**config.mk**
```make
export PLATFORM = sky130hd
export DESIGN_NAME = vtas_adc_sequencer
export DESIGN_NICKNAME = d
export VERILOG_FILES = /design/src/core/vtas_pkg.sv /design/src/core/vtas_avg_if.sv /design/src/core/vtas_averager.sv /design/src/core/vtas_adc_sequencer.sv
export SDC_FILE = /design/constraint.sdc
export NUM_CORES = 1
export LEC_CHECK = 0
export ABC_CLOCK_PERIOD_IN_PS = 5050
export BUFFER_PORTS_ARGS = -buffer_cell sky130_fd_sc_hd__buf_2
export CAP_MARGIN = 20
export CORE_ASPECT_RATIO = 0.9
export CORE_MARGIN = 4
export CORE_UTILIZATION = 65
export CTS_BUF_LIST = sky130_fd_sc_hd__clkbuf_8
export DETAILED_ROUTE_END_ITERATION = 10
export GPL_TIMING_DRIVEN = 0
export PLACE_DENSITY_LB_ADDON = 0.3
export SKIP_LAST_GASP = 1
export SLEW_MARGIN = 20
export SYNTH_ARGS = -nofsm -noshare
export SYNTH_HDL_FRONTEND = slang
export SYNTH_SLANG_ARGS = --single-unit
export TNS_END_PERCENT = 30
```
**constraint.sdc**
```tcl
create_clock -name i_core_clk -period 5.05 [get_ports i_core_clk]
set_input_delay 0.2525 -clock i_core_clk [delete_from_list [all_inputs] [get_ports i_core_clk]]
set_output_delay 0.2525 -clock i_core_clk [all_outputs]
set_load 0.01 [all_outputs]
```
**src/core/vtas_pkg.sv**
```systemverilog
package vtas_pkg;
   // clock rate and conversion timing
   localparam int unsigned CLK_MHZ = 250;
   localparam int unsigned CONV_TIME_US = 711;
   localparam int unsigned CONV_CYCLES = CONV_TIME_US * CLK_MHZ;
   localparam int unsigned REMOTE_MEAS_TIME_US = 38000;
   localparam int unsigned AVG_COUNT = 16;
   localparam int unsigned REMOTE_SAMPLE_CYCLES = REMOTE_MEAS_TIME_US * CLK_MHZ / AVG_COUNT;
   localparam int unsigned TIMER_W = 20;
   localparam int unsigned CNT_W = 5;
   localparam int unsigned SUM_W = 14;
   localparam int unsigned AVG_SHIFT = 4;
   localparam int unsigned NUM_CH = 5;

   // register offsets
   localparam logic [7:0] ADDR_CORE_VALUE = 8'h21;
   localparam logic [7:0] ADDR_SUPPLY_VALUE = 8'h22;
   localparam logic [7:0] ADDR_REMOTE1_VALUE = 8'h25;
   localparam logic [7:0] ADDR_LOCAL_VALUE = 8'h26;
   localparam logic [7:0] ADDR_REMOTE2_VALUE = 8'h27;
   localparam logic [7:0] ADDR_LOW_LIMIT = 8'h46;
   localparam logic [7:0] ADDR_HIGH_LIMIT = 8'h47;
   localparam logic [7:0] ADDR_CHSEL = 8'h55;
   localparam logic [7:0] ADDR_CFG2 = 8'h73;
   localparam logic [7:0] ADDR_EXT1 = 8'h76;
   localparam logic [7:0] ADDR_EXT2 = 8'h77;

   // reset values
   localparam logic [7:0] RST_LOW_LIMIT = 8'h00;
   localparam logic [7:0] RST_HIGH_LIMIT = 8'hff;
   localparam logic [7:0] RST_REG = 8'h00;

   // field positions
   localparam int unsigned CFG2_AVG_OFF_BIT = 4;
   localparam int unsigned CFG2_BYPASS_BIT = 5;
   localparam int unsigned CFG2_SINGLE_BIT = 6;
   localparam int unsigned CHSEL_LSB = 5;
   localparam int unsigned EXT1_CORE_LSB = 2;
   localparam int unsigned EXT1_SUPPLY_LSB = 4;
   localparam int unsigned EXT2_REMOTE1_LSB = 2;
   localparam int unsigned EXT2_LOCAL_LSB = 4;
   localparam int unsigned EXT2_REMOTE2_LSB = 6;

   // front-end channel codes
   localparam logic [2:0] CH_CORE = 3'h1;
   localparam logic [2:0] CH_SUPPLY = 3'h2;
   localparam logic [2:0] CH_REMOTE1 = 3'h5;
   localparam logic [2:0] CH_LOCAL = 3'h6;
   localparam logic [2:0] CH_REMOTE2 = 3'h7;

   // internal channel indices, also the round-robin order
   localparam logic [2:0] IDX_CORE = 3'h0;
   localparam logic [2:0] IDX_SUPPLY = 3'h1;
   localparam logic [2:0] IDX_REMOTE1 = 3'h2;
   localparam logic [2:0] IDX_LOCAL = 3'h3;
   localparam logic [2:0] IDX_REMOTE2 = 3'h4;

   // offset-64 shift of a 10-bit temperature code
   localparam logic [10:0] TEMP_OFFSET64 = 11'h100;

   typedef logic [9:0] vtas_code_t;
   typedef enum logic [2:0] {
      ST_IDLE = 3'b001,
      ST_START = 3'b010,
      ST_WAIT = 3'b100
   } vtas_state_e;
endpackage

```
**src/core/vtas_avg_if.sv**
```systemverilog
`timescale 1ns/1ps
// samples into the averager, results back to the sequencer
interface vtas_avg_if;
   logic restart;
   logic avg_off;
   logic sample_valid;
   vtas_pkg::vtas_code_t sample_code;
   logic result_valid;
   vtas_pkg::vtas_code_t result;
   modport seq (
      output restart, avg_off, sample_valid, sample_code,
      input result_valid, result
   );
   modport avg (
      input restart, avg_off, sample_valid, sample_code,
      output result_valid, result
   );
endinterface

```
**src/core/vtas_averager.sv**
```systemverilog
`timescale 1ns/1ps
module vtas_averager (
   // clock, reset and freeze
   input wire logic i_core_clk,
   input wire logic i_rst_n,
   input wire logic i_clk_en,
   // sample stream and result
   vtas_avg_if.avg avg
);
   logic [vtas_pkg::SUM_W-1:0] sum; // running total of samples
   logic [vtas_pkg::CNT_W-1:0] count; // samples taken so far
   logic [vtas_pkg::SUM_W-1:0] next_sum;
   logic [vtas_pkg::CNT_W-1:0] limit;

   // 16 codes of 1023 fit in 14 bits, so the total never wraps
   assign next_sum = sum + {4'h0, avg.sample_code};
   assign limit = avg.avg_off ? 5'h01 : 5'(vtas_pkg::AVG_COUNT);

   // accumulate; the mean of 10-bit codes stays inside 0..1023
   always_ff @(posedge i_core_clk or negedge i_rst_n) begin
      if (!i_rst_n) begin
         sum <= '0;
         count <= '0;
         avg.result_valid <= 1'b0;
         avg.result <= 10'h000;
      end else if (i_clk_en) begin
         avg.result_valid <= 1'b0;
         if (avg.restart) begin
            // a config change drops a half-built average
            sum <= '0;
            count <= '0;
         end else if (avg.sample_valid) begin
            if (count + 5'h01 == limit) begin
               avg.result <= avg.avg_off ? avg.sample_code : next_sum[vtas_pkg::SUM_W-1:vtas_pkg::AVG_SHIFT];
               avg.result_valid <= 1'b1;
               sum <= '0;
               count <= '0;
            end else begin
               sum <= next_sum;
               count <= count + 5'h01;
            end
         end
      end
   end
endmodule // vtas_averager

```
**src/core/vtas_adc_sequencer.sv**
```systemverilog
`timescale 1ns/1ps
// Summary of operation
// - rail outside limits sets its status bit
// - rail limit crossing pulls alert low
// - 711 us samples, 16 averaged per result
// - extended read freezes matching value registers
// - config two bit 4 disables averaging
// - config two bit 5 bypasses rail attenuator
// - config two bit 6 converts one channel
// - single channel comes from 0x55 bits 7:5
// - channel codes 001,010,101,110,111 decoded
// - results are 10-bit codes, saturating
// - temperature upper byte, twos or offset 64
// - temperature range in quarter-degree steps
// - remote result averages 16, 38 ms
// - temperature low bits kept in 0x77
// - alert released after status read, if clear
module vtas_adc_sequencer #(
   parameter int unsigned CONV_CYCLES = vtas_pkg::CONV_CYCLES,
   parameter int unsigned REMOTE_CYCLES = vtas_pkg::REMOTE_SAMPLE_CYCLES
) (
   // clock, reset and freeze
   input wire logic i_core_clk,
   input wire logic i_rst_n,
   input wire logic i_clk_en,
   // register port from the serial bus engine
   input wire logic [7:0] i_reg_addr,
   input wire logic i_reg_wr,
   input wire logic i_reg_rd,
   input wire logic [7:0] i_reg_wdata,
   output logic [7:0] o_reg_rdata,
   // status handshake and temperature format
   input wire logic i_status_read,
   input wire logic i_twos_complement,
   // analog front end
   output logic o_adc_start,
   output logic [2:0] o_adc_channel,
   output logic o_atten_bypass,
   input wire logic i_adc_done,
   input wire logic [9:0] i_adc_code,
   // alert pin, open drain, and rail status
   output logic o_alert_out_n,
   output logic o_alert_out_n_oe,
   output logic o_core_rail_alarm
);
   localparam int unsigned NUM_CH = vtas_pkg::NUM_CH;

   vtas_pkg::vtas_code_t value [NUM_CH]; // 10-bit results per channel
   logic [NUM_CH-1:0] lock; // value frozen until read
   logic [NUM_CH-1:0] rd_value_hit; // host reads a value register
   logic [NUM_CH-1:0] rd_ext_hit; // host reads its extended register
   logic [7:0] low_limit; // rail low limit
   logic [7:0] high_limit; // rail high limit
   logic [7:0] chsel_reg; // fan byte with channel select on top
   logic [7:0] cfg2; // averaging, bypass, single mode
   logic [2:0] cur_idx; // channel being averaged
   logic [2:0] next_idx;
   logic [vtas_pkg::TIMER_W-1:0] timer; // cycles to next start
   logic [vtas_pkg::TIMER_W-1:0] period;
   vtas_pkg::vtas_state_e state;
   logic rail_fault; // last rail result out of limits
   logic fault_event; // this result is out of limits
   vtas_pkg::vtas_code_t stored_code;
   logic cfg_write;
   logic [7:0] next_rdata;
   logic [vtas_pkg::TIMER_W-1:0] gap_cnt; // helper: cycles since last start
   logic seen_start; // helper: a start has happened

   vtas_avg_if avg ();

   // channel index to front-end code
   function automatic logic [2:0] idx_to_code(input logic [2:0] idx);
      case (idx)
         vtas_pkg::IDX_CORE: idx_to_code = vtas_pkg::CH_CORE;
         vtas_pkg::IDX_SUPPLY: idx_to_code = vtas_pkg::CH_SUPPLY;
         vtas_pkg::IDX_REMOTE1: idx_to_code = vtas_pkg::CH_REMOTE1;
         vtas_pkg::IDX_LOCAL: idx_to_code = vtas_pkg::CH_LOCAL;
         default: idx_to_code = vtas_pkg::CH_REMOTE2;
      endcase
   endfunction

   // select code to index; unlisted codes fall back to the core rail
   function automatic logic [2:0] code_to_idx(input logic [2:0] code);
      case (code)
         vtas_pkg::CH_SUPPLY: code_to_idx = vtas_pkg::IDX_SUPPLY;
         vtas_pkg::CH_REMOTE1: code_to_idx = vtas_pkg::IDX_REMOTE1;
         vtas_pkg::CH_LOCAL: code_to_idx = vtas_pkg::IDX_LOCAL;
         vtas_pkg::CH_REMOTE2: code_to_idx = vtas_pkg::IDX_REMOTE2;
         default: code_to_idx = vtas_pkg::IDX_CORE;
      endcase
   endfunction

   // value register address of each channel
   function automatic logic [7:0] value_addr(input int unsigned idx);
      case (idx)
         0: value_addr = vtas_pkg::ADDR_CORE_VALUE;
         1: value_addr = vtas_pkg::ADDR_SUPPLY_VALUE;
         2: value_addr = vtas_pkg::ADDR_REMOTE1_VALUE;
         3: value_addr = vtas_pkg::ADDR_LOCAL_VALUE;
         default: value_addr = vtas_pkg::ADDR_REMOTE2_VALUE;
      endcase
   endfunction

   // temperature channels sit above the two rails
   function automatic logic is_temp(input logic [2:0] idx);
      is_temp = (idx >= vtas_pkg::IDX_REMOTE1);
   endfunction

   // twos complement to offset 64; below -64 degrees clamps to zero
   function automatic vtas_pkg::vtas_code_t to_offset64(input vtas_pkg::vtas_code_t t);
      logic [10:0] s;
      s = {t[9], t} + vtas_pkg::TEMP_OFFSET64;
      to_offset64 = s[10] ? 10'h000 : s[9:0];
   endfunction

   vtas_averager u_avg (
      .i_core_clk(i_core_clk),
      .i_rst_n(i_rst_n),
      .i_clk_en(i_clk_en),
      .avg(avg.avg)
   );

   // temperature format applied at store time
   assign stored_code = (is_temp(cur_idx) && !i_twos_complement) ? to_offset64(avg.result) : avg.result;
   assign avg.avg_off = cfg2[vtas_pkg::CFG2_AVG_OFF_BIT];
   assign o_atten_bypass = cfg2[vtas_pkg::CFG2_BYPASS_BIT];
   assign cfg_write = i_reg_wr && ((i_reg_addr == vtas_pkg::ADDR_CFG2) || (i_reg_addr == vtas_pkg::ADDR_CHSEL));
   assign period = is_temp(cur_idx) && (cur_idx != vtas_pkg::IDX_LOCAL) ?
      vtas_pkg::TIMER_W'(REMOTE_CYCLES - 2) : vtas_pkg::TIMER_W'(CONV_CYCLES - 2);

   // per-channel storage and lock
   for (genvar g = 0; g < NUM_CH; g++) begin : g_ch
      assign rd_value_hit[g] = i_reg_rd && (i_reg_addr == value_addr(g));
      assign rd_ext_hit[g] = i_reg_rd && (i_reg_addr == ((g < 2) ? vtas_pkg::ADDR_EXT1 : vtas_pkg::ADDR_EXT2));

      // a locked channel keeps its word so high and low parts stay paired
      always_ff @(posedge i_core_clk or negedge i_rst_n) begin
         if (!i_rst_n) begin
            value[g] <= 10'h000;
            lock[g] <= 1'b0;
         end else if (i_clk_en) begin
            if (rd_value_hit[g]) begin
               lock[g] <= 1'b0;
            end else if (rd_ext_hit[g]) begin
               lock[g] <= 1'b1;
            end
            if (avg.result_valid && (cur_idx == 3'(g)) && !lock[g] && !rd_ext_hit[g]) begin
               value[g] <= stored_code;
            end
         end
      end

   end

   // host-written registers
   always_ff @(posedge i_core_clk or negedge i_rst_n) begin
      if (!i_rst_n) begin
         low_limit <= vtas_pkg::RST_LOW_LIMIT;
         high_limit <= vtas_pkg::RST_HIGH_LIMIT;
         chsel_reg <= vtas_pkg::RST_REG;
         cfg2 <= vtas_pkg::RST_REG;
      end else if (i_clk_en && i_reg_wr) begin
         case (i_reg_addr)
            vtas_pkg::ADDR_LOW_LIMIT: low_limit <= i_reg_wdata;
            vtas_pkg::ADDR_HIGH_LIMIT: high_limit <= i_reg_wdata;
            vtas_pkg::ADDR_CHSEL: chsel_reg <= i_reg_wdata;
            vtas_pkg::ADDR_CFG2: cfg2 <= i_reg_wdata;
            default: ; // read-only or unmapped: ignored
         endcase
      end
   end

   // next channel: fixed one in single mode, else round robin
   always_comb begin
      if (cfg2[vtas_pkg::CFG2_SINGLE_BIT]) begin
         next_idx = code_to_idx(chsel_reg[vtas_pkg::CHSEL_LSB +: 3]);
      end else if (cur_idx == vtas_pkg::IDX_REMOTE2) begin
         next_idx = vtas_pkg::IDX_CORE;
      end else begin
         next_idx = cur_idx + 3'h1;
      end
   end

   // channel advances only once a whole result is out of the averager, stored or not
   always_ff @(posedge i_core_clk or negedge i_rst_n) begin
      if (!i_rst_n) begin
         cur_idx <= vtas_pkg::IDX_CORE;
         o_adc_channel <= vtas_pkg::CH_CORE;
      end else if (i_clk_en && avg.result_valid) begin
         cur_idx <= next_idx;
         o_adc_channel <= idx_to_code(next_idx);
      end
   end

   // sample pacing; a late done only delays the next start
   always_ff @(posedge i_core_clk or negedge i_rst_n) begin
      if (!i_rst_n) begin
         state <= vtas_pkg::ST_IDLE;
         timer <= '0;
         o_adc_start <= 1'b0;
         avg.sample_valid <= 1'b0;
         avg.sample_code <= 10'h000;
         avg.restart <= 1'b0;
      end else if (i_clk_en) begin
         o_adc_start <= 1'b0;
         avg.sample_valid <= 1'b0;
         avg.restart <= cfg_write;
         if (timer != '0) begin
            timer <= timer - 1'b1;
         end
         unique case (state)
            vtas_pkg::ST_IDLE: begin
               if (timer == '0) begin
                  state <= vtas_pkg::ST_START;
               end
            end
            vtas_pkg::ST_START: begin
               o_adc_start <= 1'b1;
               timer <= period;
               state <= vtas_pkg::ST_WAIT;
            end
            vtas_pkg::ST_WAIT: begin
               if (i_adc_done) begin
                  avg.sample_valid <= 1'b1;
                  avg.sample_code <= i_adc_code;
                  state <= vtas_pkg::ST_IDLE;
               end
            end
         endcase
      end
   end

   // out-of-limit check on the upper byte, unsigned
   assign fault_event = avg.result_valid && (cur_idx == vtas_pkg::IDX_CORE) &&
      ((avg.result[9:2] > high_limit) || (avg.result[9:2] < low_limit));

   // fault level tracks the latest rail result
   always_ff @(posedge i_core_clk or negedge i_rst_n) begin
      if (!i_rst_n) begin
         rail_fault <= 1'b0;
      end else if (i_clk_en && avg.result_valid && (cur_idx == vtas_pkg::IDX_CORE)) begin
         rail_fault <= fault_event;
      end
   end

   // sticky status; a new fault beats a clearing read
   always_ff @(posedge i_core_clk or negedge i_rst_n) begin
      if (!i_rst_n) begin
         o_core_rail_alarm <= 1'b0;
      end else if (i_clk_en) begin
         if (fault_event) begin
            o_core_rail_alarm <= 1'b1;
         end else if (i_status_read && !rail_fault) begin
            o_core_rail_alarm <= 1'b0;
         end
      end
   end

   // open-drain alert: only ever drives low
   always_ff @(posedge i_core_clk or negedge i_rst_n) begin
      if (!i_rst_n) begin
         o_alert_out_n <= 1'b0;
         o_alert_out_n_oe <= 1'b0;
      end else if (i_clk_en) begin
         o_alert_out_n <= 1'b0;
         o_alert_out_n_oe <= o_core_rail_alarm;
      end
   end

   // read mux; unmapped addresses read zero
   always_comb begin
      next_rdata = 8'h00;
      for (int k = 0; k < NUM_CH; k++) begin
         if (i_reg_addr == value_addr(k)) begin
            next_rdata = value[k][9:2];
         end
      end
      case (i_reg_addr)
         vtas_pkg::ADDR_LOW_LIMIT: next_rdata = low_limit;
         vtas_pkg::ADDR_HIGH_LIMIT: next_rdata = high_limit;
         vtas_pkg::ADDR_CHSEL: next_rdata = chsel_reg;
         vtas_pkg::ADDR_CFG2: next_rdata = cfg2;
         vtas_pkg::ADDR_EXT1: begin
            next_rdata[vtas_pkg::EXT1_CORE_LSB +: 2] = value[vtas_pkg::IDX_CORE][1:0];
            next_rdata[vtas_pkg::EXT1_SUPPLY_LSB +: 2] = value[vtas_pkg::IDX_SUPPLY][1:0];
         end
         vtas_pkg::ADDR_EXT2: begin
            next_rdata[vtas_pkg::EXT2_REMOTE1_LSB +: 2] = value[vtas_pkg::IDX_REMOTE1][1:0];
            next_rdata[vtas_pkg::EXT2_LOCAL_LSB +: 2] = value[vtas_pkg::IDX_LOCAL][1:0];
            next_rdata[vtas_pkg::EXT2_REMOTE2_LSB +: 2] = value[vtas_pkg::IDX_REMOTE2][1:0];
         end
         default: ; // value registers handled above
      endcase
   end

   // read data holds until the next read
   always_ff @(posedge i_core_clk or negedge i_rst_n) begin
      if (!i_rst_n) begin
         o_reg_rdata <= 8'h00;
      end else if (i_clk_en && i_reg_rd) begin
         o_reg_rdata <= next_rdata;
      end
   end

   // helper for spacing checks between starts
   always_ff @(posedge i_core_clk or negedge i_rst_n) begin
      if (!i_rst_n) begin
         gap_cnt <= '0;
         seen_start <= 1'b0;
      end else if (i_clk_en) begin
         if (o_adc_start) begin
            gap_cnt <= 20'h00001;
            seen_start <= 1'b1;
         end else if (gap_cnt != '1) begin
            gap_cnt <= gap_cnt + 1'b1;
         end
      end
   end
endmodule // vtas_adc_sequencer

```
==> summary.md, run 1 <==
| Metric | Value |
|---|---|
| Hold Crit Class | `in2reg` |
| Clk pin slew, worst setup/hold paths | `0.09 ns` |
| Worst r2r path cells | `8` |
| PwrDens | `380 mW/mm²` |
| # DRC | `0` |
| FILL cells | `973` |
| Primary FF master, synth | `dfrtp_1` |
| IR Drop Worst-Case VDD | `0.320 mV` |
| Reg with most FFs | `value` |
| Crit path launch type | `register` |
| Synth unique cells | `82` |
| Sequential share of the synthesized area | `0.465` |
| Post-Layout Cell Count | `1,185` |
| Ys Warns | `0` |
| Layout Nets | `~1.1k` |
| WL/cell | `19.4 µm` |
| All-layer global routing usage | `0.292` |
| MaxCap Viol Count | `0` |
| Die Width | `133 µm` |
| Synth Net Count | `977` |
| Final Hold Fails | `0` |
| CTS tree | `built` |
| CP Capture Type | `register` |
| CP max FO | `10` |
| CP Class | `reg2reg` |
| Clock tree buffer depth | `2` |
| Fin crit share | `0.491` |
| Fmax | `0.403 GHz` |
| DRT iter0 DRCs | `748` |
| Hold path cells | `2` |
| Pin count of the biggest net entering global routing | `92` |
| Clock skew | `0.0162 ns` |
| Max reg flops | `50` |
| Total grt overflow | `0` |
| Vias after detailed routing | `around 7.5k` |
| Clock Latency Late Sink | `around 0.48 ns` |
| Estimated wirelength of the detail-placed design | `16.5 mm` |
| EDFF count, synth | `0` |
| Die Area | `0.0161 mm²` |
| Largest regs | `value (50), timer (20), u_avg.sum (14)` |
| Post-synth ARST share | `1.00` |
| Vias per cell | `6.34` |
| CTS H-tree depth | `4` |
| # IOs | `50` |
| Wirelength, routed | `about 23 mm` |
| Rows | `40` |
| Core ar. | `0.0136 mm²` |
| Root Driver | `clkbuf_8` |
| Post-synthesis register bit count | `170` |
| Setup TNS | `0 ns` |
| Pwr Total | `3.84 mW` |
| Syn Std Cell Area | `0.00917 mm²` |
| RSZ-0062 raised after global routing | `no` |
| Setup Viol. Count Final | `0` |
| Drt first pass iters | `5` |
| Post-layout util | `0.745` |
| Slew margin rel. | `0.275` |
| Synth Area per Inst | `10.1 µm²` |
| Worst EP required | `between 5 and 6 ns` |
| Synthesis-to-finish area growth | `10.1%` |
| Dpl cells | `1,144` |
| Status | `completed` |
| Mapped Cells | `between 900 and 1k` |
| Cts bufs inserted | `17` |
| Post-route ant nets | `0` |
| I/O Buffers | `45` |
| Final Critical Period | `2.48 ns` |
| Die Y | `121 µm` |
| Initial antenna violation count | `0` |
| Fraction of layout cells with a size suffix above 1 | `0.207` |
| Design Area, Final | `0.0101 mm²` |
| Arr. time, crit path | `2.90 ns` |
| Clock Sinks | `170` |
| First-pass GRT wire length | `37.3 mm` |
| # Post-CTS Setup Buffers | `0` |
| Diodes inserted | `0` |
| Worst-Margin Slew | `1.08 ns` |
| Gp weighted congestion | `0.949` |
| Starting Density | `0.676` |
| Max Slew Vio Count | `0` |
| Vias in the first global route | `~7.3k` |
| Placed cell area | `between 0.009 and 0.01 mm²` |
| P_leak | `4.62 nW` |
-- per-layer routing --
layer  GRT usage  up-vias  wire length, µm
li1            -     3460                -
met1       0.419     3689            10300
met2       0.451      312            10600
met3      0.0691       47             1690
met4      0.0803        0              408
met5           0        -                0
-- path summary, 6_finish.rpt --
check,start,endpoint,slack [ns]
setup / recovery,cur_idx[0],value[26],2.57
setup reg to reg,cur_idx[0],value[26],2.57
max in group asynchronous,i_rst_n,high_limit[0],3.83
hold reg to reg,o_adc_start,o_adc_start,0.48
min in group asynchronous,i_rst_n,value[49],0.36
hold / removal,i_adc_code[5],avg.sample_code[5],0.01
-- report_power, final --
group,switching (mW),internal [mW],leakage (nW),total [mW]
logic,0.747,0.528,2.26,1.28
clock network,0.520,0.338,0.165,0.858
registers,0.168,1.54,2.19,1.71
-- cell families after synthesis --
logic type                 count (synthesis)  synth area share
and+or+nand+nor                          282             0.157
AOI/OAI and AO/OA                        242             0.172
DFF                                      170             0.465
muxes                                     86             0.103
buffers and inverters                     80            0.0415
adders and majority gates                 34            0.0472
xor gates and xnor gates                  14            0.0142
other                                      1          0.000409
-- final cells by class --
type	instances	area (µm²)	area share
clock buffers	17	234	0.0232
clock inverters	15	105	0.0104
well taps	189	236	0.0234
repair buffers	55	353	0.0349
multi-input cells	659	4530	0.448
plain buffers	44	245	0.0243
flip-flops and latches	170	4270	0.422
inverters	36	135	0.0134
-- layout by cell type (no fill, tap or decap), drive strengths merged, types with 13 or more instances in the layout --
cell type  Yosys  final
mux2i         18     18
nand2         99     99
a31oi         16     16
ha            33     33
a21oi         48     48
o21ai         86     86
dfrtp        160    160
nor2          58     58
a21o          13     13
nand2b        15     15
and2          17     17
clkbuf        16     33
buf           28     74
nor3          22     22
mux2          68     68
nand3         14     14
inv           36     39
-- cells in the mapped netlist, types with 3 or more instances --
library cell / count / area, µm²
nand2b_1: 15 / 93.8
and3_1: 8 / 50.1
nor4_1: 7 / 43.8
nand4_1: 10 / 62.6
nand4b_1: 7 / 61.3
nor2_1: 58 / 218
o21ai_1: 18 / 90.1
a221oi_1: 4 / 35.0
o221ai_1: 5 / 43.8
o22ai_1: 4 / 25.0
o22a_1: 3 / 26.3
a22o_1: 6 / 52.6
mux2_2: 67 / 754
a21oi_1: 46 / 230
a221o_1: 3 / 30.0
o311ai_1: 3 / 26.3
dfstp_2: 10 / 263
a22oi_1: 4 / 30.0
a222oi_1: 4 / 40.0
and2_1: 17 / 106
inv_1: 33 / 124
buf_6: 4 / 45.0
o2bb2ai_1: 3 / 26.3
o31ai_1: 3 / 22.5
xnor2_1: 11 / 96.3
or3_1: 4 / 25.0
clkbuf_1: 16 / 60.1
o211ai_1: 6 / 45.0
a21o_1: 13 / 97.6
buf_2: 16 / 80.1
nand2_1: 99 / 372
nor2b_1: 3 / 18.8
nor3_1: 21 / 105
mux2i_1: 18 / 180
a31oi_1: 16 / 100
o32a_1: 3 / 30.0
nand3_1: 12 / 60.1
ha_1: 33 / 413
buf_4: 8 / 60.1
o21a_1: 3 / 22.5
a21boi_0: 3 / 22.5
o21ai_0: 68 / 340
inv_2: 3 / 11.3
dfrtp_1: 160 / 4000
-- through the flow --
step | hold WS, ns | worst slack [ns]
after floorplan | -0.0431 | 3.03
after global placement | 0.456 | 1.14
after detailed placement | 0.317 | 2.70
after CTS | 0.00304 | 2.66
after global routing | 0.0114 | 2.45
final | 0.0116 | 2.57
-- critical path, cell delays in order (launching register included) --
cell      delay (ns)
dfrtp_1         0.43
inv_1           0.09
ha_1            0.22
nor3_1          0.43
or4_1           0.19
clkbuf_1        0.34
buf_2           0.32
and2_1          0.23
mux2_2          0.18
-- timing repair --
action / CTS / global route
resized for setup: 0 / 0
endpoints found under the hold margin: 92 / 0
endpoints found under the setup margin: 0 / 0
hold buffers: 9 / 0
Note: power is estimated with default switching activity, not from simulation.
==> run 2: changes to the inputs <==
--- a/config.mk
+++ b/config.mk
@@ -5,12 +5,13 @@
 export SDC_FILE = /design/constraint.sdc
 export NUM_CORES = 1
 export LEC_CHECK = 0
-export ABC_CLOCK_PERIOD_IN_PS = 5050
+export ABC_AREA = 1
+export ABC_CLOCK_PERIOD_IN_PS = 2450
 export BUFFER_PORTS_ARGS = -buffer_cell sky130_fd_sc_hd__buf_2
 export CAP_MARGIN = 20
 export CORE_ASPECT_RATIO = 0.9
 export CORE_MARGIN = 4
-export CORE_UTILIZATION = 65
+export CORE_UTILIZATION = 64
 export CTS_BUF_LIST = sky130_fd_sc_hd__clkbuf_8
 export DETAILED_ROUTE_END_ITERATION = 10
 export GPL_TIMING_DRIVEN = 0
==> constraint.sdc (replaced) <==
create_clock -name i_core_clk -period 2.45 [get_ports i_core_clk]
set_input_delay 0.1225 -clock i_core_clk [delete_from_list [all_inputs] [get_ports i_core_clk]]
set_output_delay 0.1225 -clock i_core_clk [all_outputs]
set_load 0.01 [all_outputs]
==> run 2 against run 1 <==
Compared with the run above: non-clock buffer count is 4 lower; core utilization is 1.4 points lower; clock-buffer cell count is 2 higher; critical path depth is 5 higher; routed wire length is 5.9% higher; worst hold slack better by 0.079 ns; total power is 140% higher; sequential power is 120% higher; first-iteration DRC count is 27% higher; synthesized cell count is 40% higher; highest routed layer unchanged.
==> summary.md, run 2 <==
| Metric | Value |
|---|---|
| Pwr Total | `9.07 mW (+140%)` |
| Post-layout util | `0.731 (-0.0139)` |
| Pre-CTS setup slack | `0.386 ns (-2.31 ns)` |
| Synth Area per Inst | `7.49 µm² (-26%)` |
| Die Area | `0.0170 mm² (+5.5%)` |
| Primary FF master, synth | `dfrtp_1` |
| CP max stage delay | `0.40 ns (-0.03 ns)` |
| Worst Setup SP | `avg.sample_code[0]` |
| Clock Latency Late Sink | `0.47 ns (about the same)` |
| DRT iter0 DRCs | `948 (+27%)` |
| CP max FO | `4 (-6)` |
| R2R Setup Slk | `0.35 ns (-2.22 ns)` |
| Post-route ant nets | `0 (unchanged)` |
| Cts bufs inserted | `17 (unchanged)` |
| All-layer global routing usage | `0.304 (+0.0122)` |
| Clock skew | `0.0121 ns (-0.00404 ns)` |
| Critical path's slowest cell | `fa_1` |
| Switching pwr | `3.69 mW (+160%)` |
| Drt first pass iters | `6 (+1)` |
| Wirelength, routed | `24.4 mm (+5.9%)` |
| Fmax | `0.476 GHz (+18%)` |
| Post-synthesis register bit count | `170 (unchanged)` |
| Estimated wirelength of the detail-placed design | `18.0 mm (+9.0%)` |
| Rows | `42 (+5.0%)` |
| Vias after detailed routing | `8,767 (+17%)` |
| Arr. time, crit path | `2.46 ns (-0.44 ns)` |
| Fraction of layout cells with a size suffix above 1 | `0.125 (-0.0814)` |
| Max Slew Vio Count | `0 (unchanged)` |
| Synth unique cells | `47 (-43%)` |
| CTS H-tree depth | `4 (unchanged)` |
| Crit path launch type | `register` |
| Diodes inserted | `0 (unchanged)` |
| Setup slack after layout | `0.351 ns (-2.22 ns)` |
| Synth Net Count | `1,345 (+38%)` |
| Worst EP required | `2.81 ns (-2.66 ns)` |
| Total grt overflow | `0 (unchanged)` |
| Largest area contributor in the netlist | `dfrtp_1` |
| # IOs | `50 (unchanged)` |
| Crit-path cells | `ha_1 > inv_1 > fa_1 > inv_1 > nand3_1 > nand3_1 > nand2_1 > nand2_1 > nand2_1 > nand3_1 > nand2_1 > nand2_1 > nand2_1` |
| Fin crit share | `0.857 (+0.366)` |
| PwrDens | `846 mW/mm² (+120%)` |
| GRT met2 Usage | `0.487 (+0.0369)` |
| Clk pin slew, worst setup/hold paths | `0.09 ns (about the same)` |
| Slew margin rel. | `0.543 (+0.269)` |
| Vias per cell | `5.56 (-12%)` |
| # DRC | `0 (unchanged)` |
| Switching Share | `0.407 (+0.0328)` |
| Core ar. | `0.0147 mm² (+8.1%)` |
| Vias in the first global route | `8,423 (+16%)` |
| Worst-Margin Slew | `0.683 ns (-0.397 ns)` |
| RSZ-0062 raised after global routing | `no` |
| CP Capture Type | `register` |
| Synth top area cells | `dfrtp_1 42%, nand2_1 16%, inv_1 6.1%, nor2_1 5.7%, o21ai_0 5.0%` |
| Commonest cells after routing, fill and taps aside | `404 x nand2_1, 160 x dfrtp_1, 158 x inv_1` |
| Starting Density | `0.652 (-0.0241)` |
| R2r endpoint | `u_avg.avg.result[4]` |
| First-pass GRT wire length | `40.4 mm (+8.2%)` |
| Most frequent CP cell | `nand2_1` |
| I/O Buffers | `48 (+6.7%)` |
| Reg2reg start | `avg.sample_code[0]` |
| Sequential fraction of design power | `0.416 (-0.028)` |
| Crit path capture | `u_avg.avg.result[4]` |
| P_leak | `5.73 nW (+24%)` |
| Clock power frac | `0.223 (about the same)` |
| Commonest cells post-synth | `404 x nand2_1, 160 x dfrtp_1, 156 x inv_1` |
| Post-synth ARST share | `1.00 (unchanged)` |
| Met1 usage | `0.407 (-0.0115)` |
| Final Hold Fails | `0 (unchanged)` |
| WL/cell | `15.5 µm (-20%)` |
| Pin count of the biggest net entering global routing | `74 (-20%)` |
| Layout Nets | `1,434 (+36%)` |
| Busiest grt layer | `met2` |
| Comb power frac | `0.361 (+0.029)` |
| Largest regs | `value (50), timer (20), u_avg.sum (14)` |
| Die Y | `124 µm (+2.7%)` |
| Setup Viol. Count Final | `0 (unchanged)` |
| Root Driver | `clkbuf_8` |
| Status | `completed` |
| # Post-CTS Setup Buffers | `0 (unchanged)` |
| Area share of the largest cell type after synthesis | `0.419 (-0.0178)` |
| Gp weighted congestion | `0.943 (-0.60%)` |
| EDFF count, synth | `0 (unchanged)` |
| Synthesis-to-finish area growth | `12.1%` |
| IR Drop Worst-Case VDD | `0.643 mV (+100%)` |
| Die Width | `137 µm (+2.7%)` |
| Mapped Cells | `1,277 (+40%)` |
| FILL cells | `1,142 (+17%)` |
| Worst r2r path cells | `13 (+5)` |
| Most common cell after layout, fill and taps aside | `nand2_1` |
| Hold WS | `0.0904 ns (+0.0788 ns)` |
| CP Class | `reg2reg` |
| MaxCap Viol Count | `0 (unchanged)` |
| Reg with most FFs | `value` |
| Max reg flops | `50 (unchanged)` |
| CTS tree | `built` |
| Final Critical Period | `2.10 ns (-0.379 ns)` |
| Syn Std Cell Area | `0.00956 mm² (+4.2%)` |
| Initial antenna violation count | `0 (unchanged)` |
| Post-cts resize count | `0 (unchanged)` |
| Hold Crit Class | `in2reg` |
| Met3 usage | `0.0642 (-0.00484)` |
| Int Pwr | `5.38 mW (+120%)` |
| Sequential share of the synthesized area | `0.446 (-0.0189)` |
| Clock tree buffer depth | `2 (unchanged)` |
| Most frequent cell after synthesis | `nand2_1` |
| Ys Warns | `0 (unchanged)` |
| Clock Sinks | `170 (unchanged)` |
## run 2: how the worst min path moves through the flow
stage,start,end,slack [ns],cells past startpoint
4_1_cts,i_reg_wr,cfg2[2],0.07,3
5_1_grt,i_reg_wr,cfg2[4],0.08,3
3_3_place_gp,i_reg_wdata[0],low_limit[0],0.34,3
6_report,i_reg_wr,cfg2[2],0.09,3
3_5_place_dp,i_rst_n,cur_idx[0],0.01,1
2_1_floorplan,i_rst_n,avg.restart,-0.17,0
## run 2: routing by layer
metal | up-vias | part of all wire
met5 | - | 0
met1 | 4134 | 0.43
met2 | 350 | 0.46
met4 | 0 | 0.033
li1 | 4222 | -
met3 | 61 | 0.075
## run 2: metrics by stage
step | setup TNS [ns] | cell area [µm²] | instances
floorplan | 0 | 9560 | 1277
global placement | -219.66 | 10100 | 1523
detailed placement | 0 | 10100 | 1525
CTS | 0 | 10700 | 1577
global route | 0 | 10700 | 1577
finish | 0 | 10700 | 1577
## run 2: layout make-up
cell class / count / area [µm²] / area share
plain buffers: 25 / 169 / 0.0158
clock buffers: 19 / 262 / 0.0244
clock inverters: 13 / 139 / 0.0130
inverters: 164 / 617 / 0.0576
multi-input cells: 918 / 4510 / 0.421
flip-flops and latches: 170 / 4270 / 0.398
well taps: 198 / 248 / 0.0231
repair buffers: 70 / 505 / 0.0472
## run 2: repair_timing
action,CTS,global route
endpoints found under the hold margin,146,0
hold buffers,20,0
endpoints found under the setup margin,0,0
## run 2: power by group through the flow
stage / registers [mW] / clock network [mW] / logic [mW]
after floorplan: 3.69 / 0 / 2.43
after global placement: 3.79 / 0 / 3.10
after detailed placement: 3.80 / 0 / 3.20
after CTS: 3.76 / 2.03 / 3.24
after global routing: 3.84 / 2.16 / 3.75
final: 3.77 / 2.02 / 3.27
## run 2: worst max-delay path, delay by kind of cell (launching register included)
kind | cells | cell delay (ns)
adders and majority gates | 2 | 0.64
DFF | 1 | 0.39
and+or+nand+nor | 9 | 0.79
buffers and inverters | 2 | 0.17
## run 2: logic make-up after synthesis
| group | share of synthesized area |
|---|---|
| and+or+nand+nor | 0.315 |
| buffers and inverters | 0.0822 |
| DFF | 0.446 |
| AOI/OAI and AO/OA | 0.0840 |
| adders and majority gates | 0.0453 |
| xor gates and xnor gates | 0.0128 |
| muxes | 0.0141 |
| other | 0.000392 |
==> run 3: changes to the inputs <==
--- a/config.mk
+++ b/config.mk
@@ -15,10 +15,12 @@
 export CTS_BUF_LIST = sky130_fd_sc_hd__clkbuf_8
 export DETAILED_ROUTE_END_ITERATION = 10
 export GPL_TIMING_DRIVEN = 0
+export HOLD_SLACK_MARGIN = 0.05
 export PLACE_DENSITY_LB_ADDON = 0.3
 export SKIP_LAST_GASP = 1
 export SLEW_MARGIN = 20
 export SYNTH_ARGS = -nofsm -noshare
 export SYNTH_HDL_FRONTEND = slang
+export SYNTH_HIERARCHICAL = 1
 export SYNTH_SLANG_ARGS = --single-unit
 export TNS_END_PERCENT = 30
==> run 3 against run 2 <==
Compared with the run above: global-route usage down 0.96 points; largest power group unchanged; first-iteration DRC count down 6.6%; die area increased by 1.1%; fmax fell by 1.6%; register-to-register slack got worse by 0.03 ns; clock-buffer cell count stayed put; non-clock buffer count is 4 higher; cell area increased by 1.8%; combinational power down 5%; critical endpoint is now value[38].
==> summary.md, run 3 <==
| Metric | Value |
|---|---|
| Status | `completed` |
| Clock tree buffer depth | `2 (unchanged)` |
| Die Width | `138 µm (+0.55%)` |
| Post-synth ARST share | `1.00 (unchanged)` |
| Fraction of layout cells with a size suffix above 1 | `0.129 (+0.00310)` |
| Sequential share of the synthesized area | `0.441 (-0.00519)` |
| Fmax | `0.469 GHz (-1.6%)` |
| Core ar. | `0.0148 mm² (+0.72%)` |
| Pin count of the biggest net entering global routing | `88 (+19%)` |
| CTS H-tree depth | `4 (unchanged)` |
| CP max stage delay | `0.50 ns (+0.10 ns)` |
| WP buf/inv | `2 (unchanged)` |
| Cts bufs inserted | `17 (unchanged)` |
| Crit path capture | `value[38]` |
| Largest regs | `value (50), timer (20), u_avg/sum (14)` |
| CP Capture Type | `register` |
| CP Class | `reg2reg` |
| All-layer global routing usage | `0.295 (-0.00959)` |
| Post-route ant nets | `0 (unchanged)` |
| CP Depth | `9 (-4)` |
| Dpl cells | `1,549 (+1.6%)` |
| Reg with most FFs | `value` |
| Rows | `42 (unchanged)` |
| First-pass GRT wire length | `40.2 mm (-0.36%)` |
| Mapped Cells | `1,302 (+2.0%)` |
| Root Driver | `clkbuf_8` |
| Final Hold Fails | `0 (unchanged)` |
| Vias per cell | `5.45 (-1.9%)` |
| Drt first pass iters | `7 (+1)` |
| Setup TNS | `0 ns (unchanged)` |
| CTS tree | `built` |
| R2R Setup Slk | `0.32 ns (-0.03 ns)` |
| Switching pwr | `3.52 mW (-4.7%)` |
| # IOs | `50 (unchanged)` |
| Setup Viol. Count Final | `0 (unchanged)` |
| Ys Warns | `6 (+6)` |
| Comb power frac | `0.339 (-0.022)` |
| EDFF count, synth | `0 (unchanged)` |
| Fin crit share | `0.870 (+0.0137)` |
| Diodes inserted | `0 (unchanged)` |
| Clk pin slew, worst setup/hold paths | `0.09 ns (about the same)` |
| Synth Net Count | `1,370 (+1.9%)` |
| Primary FF master, synth | `dfrtp_1` |
| Synth Area per Inst | `7.43 µm² (-0.77%)` |
| Post-synthesis register bit count | `170 (unchanged)` |
| P_leak | `5.97 nW (+4.2%)` |
| Synth unique cells | `46 (-2.1%)` |
| Synth top area cells | `dfrtp_1 41%, nand2_1 18%, nand3_1 5.7%, inv_1 5.7%, nor2_1 5.4%` |
| Starting Density | `0.655 (+0.00298)` |
| Post-cts resize count | `0 (unchanged)` |
| Commonest cells post-synth | `453 x nand2_1, 160 x dfrtp_1, 147 x inv_1` |
| RSZ-0062 raised after global routing | `no` |
| Clock skew | `0.0157 ns (+0.00353 ns)` |
| PwrDens | `844 mW/mm² (-0.32%)` |
| Vias after detailed routing | `8,755 (-0.14%)` |
| Arr. time, crit path | `2.53 ns (+0.07 ns)` |
| Crit path max-delay family | `simple AND/OR/NAND/NOR gates` |
| Commonest cells after routing, fill and taps aside | `453 x nand2_1, 160 x dfrtp_1, 150 x inv_1` |
| Sequential fraction of design power | `0.410 (-0.006)` |
| Pwr Total | `9.21 mW (+1.5%)` |
| Crit path launch type | `register` |
| Largest area contributor in the netlist | `dfrtp_1` |
| Die Area | `0.0172 mm² (+1.1%)` |
| Setup slack after layout | `0.317 ns (-0.0334 ns)` |
| Worst EP required | `2.85 ns (+0.04 ns)` |
| Critical path's slowest cell | `a21oi_1` |
| I/O Buffers | `48 (unchanged)` |
| Worst Setup SP | `cur_idx[0]` |
| Int Pwr | `5.69 mW (+5.8%)` |
| R2r endpoint | `value[38]` |
| MaxCap Viol Count | `0 (unchanged)` |
| # Post-CTS Setup Buffers | `0 (unchanged)` |
| Most frequent CP cell | `nand2_1` |
| Total grt overflow | `0 (unchanged)` |
| Area share of the largest cell type after synthesis | `0.414 (-0.00487)` |
| # DRC | `0 (unchanged)` |
| WL/cell | `15.2 µm (-1.8%)` |
| Slew margin rel. | `0.505 (-0.0383)` |
| Gp weighted congestion | `0.990 (+5.0%)` |
| Worst r2r path cells | `9 (-4)` |
| Crit-path cells | `inv_1 > ha_1 > inv_1 > nand3_1 > nand2_1 > a21oi_1 > a21oi_1 > nand2_1 > nand2_1` |
| Worst-Margin Slew | `0.740 ns (+0.0572 ns)` |
| IR Drop Worst-Case VDD | `0.653 mV (+1.5%)` |
| Post-Layout Cell Count | `1,606 (+1.8%)` |
| Pre-CTS setup slack | `0.402 ns (+0.0152 ns)` |
| Clock power frac | `0.251 (+0.028)` |
| Wirelength, routed | `24.4 mm (about the same)` |
| Most frequent cell after synthesis | `nand2_1` |
| Vias in the first global route | `8,395 (-0.33%)` |
| Die Y | `125 µm (+0.55%)` |
| Initial antenna violation count | `0 (unchanged)` |
| Final Critical Period | `2.13 ns (+0.0334 ns)` |
| CP max FO | `5 (+1)` |
| Layout Nets | `1,463 (+2.0%)` |
| Hold Crit Class | `in2reg` |
| Syn Std Cell Area | `0.00968 mm² (+1.2%)` |
| Clock Latency Late Sink | `0.47 ns (about the same)` |
| Synthesis-to-finish area growth | `12.8%` |
| Most common cell after layout, fill and taps aside | `nand2_1` |
| Estimated wirelength of the detail-placed design | `17.9 mm (-0.30%)` |
| DRT iter0 DRCs | `885 (-6.6%)` |
| Max Slew Vio Count | `0 (unchanged)` |
| Switching Share | `0.382 (-0.0248)` |
| Clock Sinks | `170 (unchanged)` |
| Reg2reg start | `cur_idx[0]` |
| Max reg flops | `50 (unchanged)` |
[run 3: cell types whose count changed in the layout (fill, tap and decap cells not counted), moves of 7 or more]
cell,previous run,this run
nand2_1,404,453
o21ai_0,96,63
nand3_1,95,111
mux2_2,12,3
o21ai_2,1,10
inv_1,158,150
mux2_1,0,8
nand4_1,12,19
[run 3: worst min-delay path by stage]
| stage | startpoint | endpoint | slack, ns | cells after the start |
|---|---|---|---|---|
| finish | i_reg_rd | lock[1] | 0.13 | 4 |
| global route | i_reg_rd | lock[1] | 0.13 | 4 |
| CTS | i_reg_rd | lock[1] | 0.09 | 4 |
| detailed placement | i_rst_n | timer[5] | 0.15 | 1 |
| global placement | i_adc_code[6] | avg.sample_code[6] | 0.33 | 2 |
| floorplan | i_rst_n | avg.restart | -0.17 | 0 |
[run 3: metrics by stage]
stage          area [µm²]  hold WS (ns)   util
6_report            10900         0.127  0.739
5_1_grt             10900         0.133  0.739
4_1_cts             10900        0.0942  0.739
3_5_place_dp        10200         0.146  0.691
3_3_place_gp        10200         0.333  0.688
2_1_floorplan        9680        -0.173      -
[run 3: final cells by class]
type                            instances  area [µm²]
Clock inverter                         13         200
Multi-Input combinational cell        945        4630
Sequential cell                       170        4270
Fill cell                            1117        3850
Timing Repair Buffer                   74         528
Inverter                              162         609
Tap cell                              198         248
Buffer                                 25         173
Clock buffer                           19         262
[run 3: cell families (layout without fill, tap and decap cells)]
kind of cell	count (synthesis)	count (layout)	synth area share
flops	170	170	0.441
fa+ha+maj	34	34	0.0447
compound gates	114	114	0.0656
buf+inv	187	293	0.0808
xor+xnor	9	9	0.00815
mux	15	15	0.0190
other cells	1	1	0.000388
simple gates	772	772	0.340
[run 3: layer usage]
layer | track usage | wire length [µm]
met1 | 0.412 | 10800
met5 | 0 | 0
met2 | 0.451 | 11000
met3 | 0.0707 | 1930
met4 | 0.0992 | 651
[run 3: power by group through the flow]
stage	registers (mW)	clock network, mW	logic (mW)
6_report	3.77	2.31	3.12
5_1_grt	3.84	2.46	3.57
4_1_cts	3.76	2.34	3.07
3_5_place_dp	3.80	0	3.02
3_3_place_gp	3.80	0	2.90
2_1_floorplan	3.69	0	2.31
[run 3: worst register-to-register path: stages (launching register included)]
cell	delay, ns
dfrtp_1	0.40
inv_1	0.10
ha_1	0.22
inv_1	0.08
nand3_1	0.16
nand2_1	0.30
a21oi_1	0.08
a21oi_1	0.50
nand2_1	0.13
nand2_1	0.09
[run 3: timing repair]
action                                  4_1_cts  5_1_grt
hold buffers                                 25        0
endpoints found under the setup margin        0        0
hold endpoints to repair                    129        0
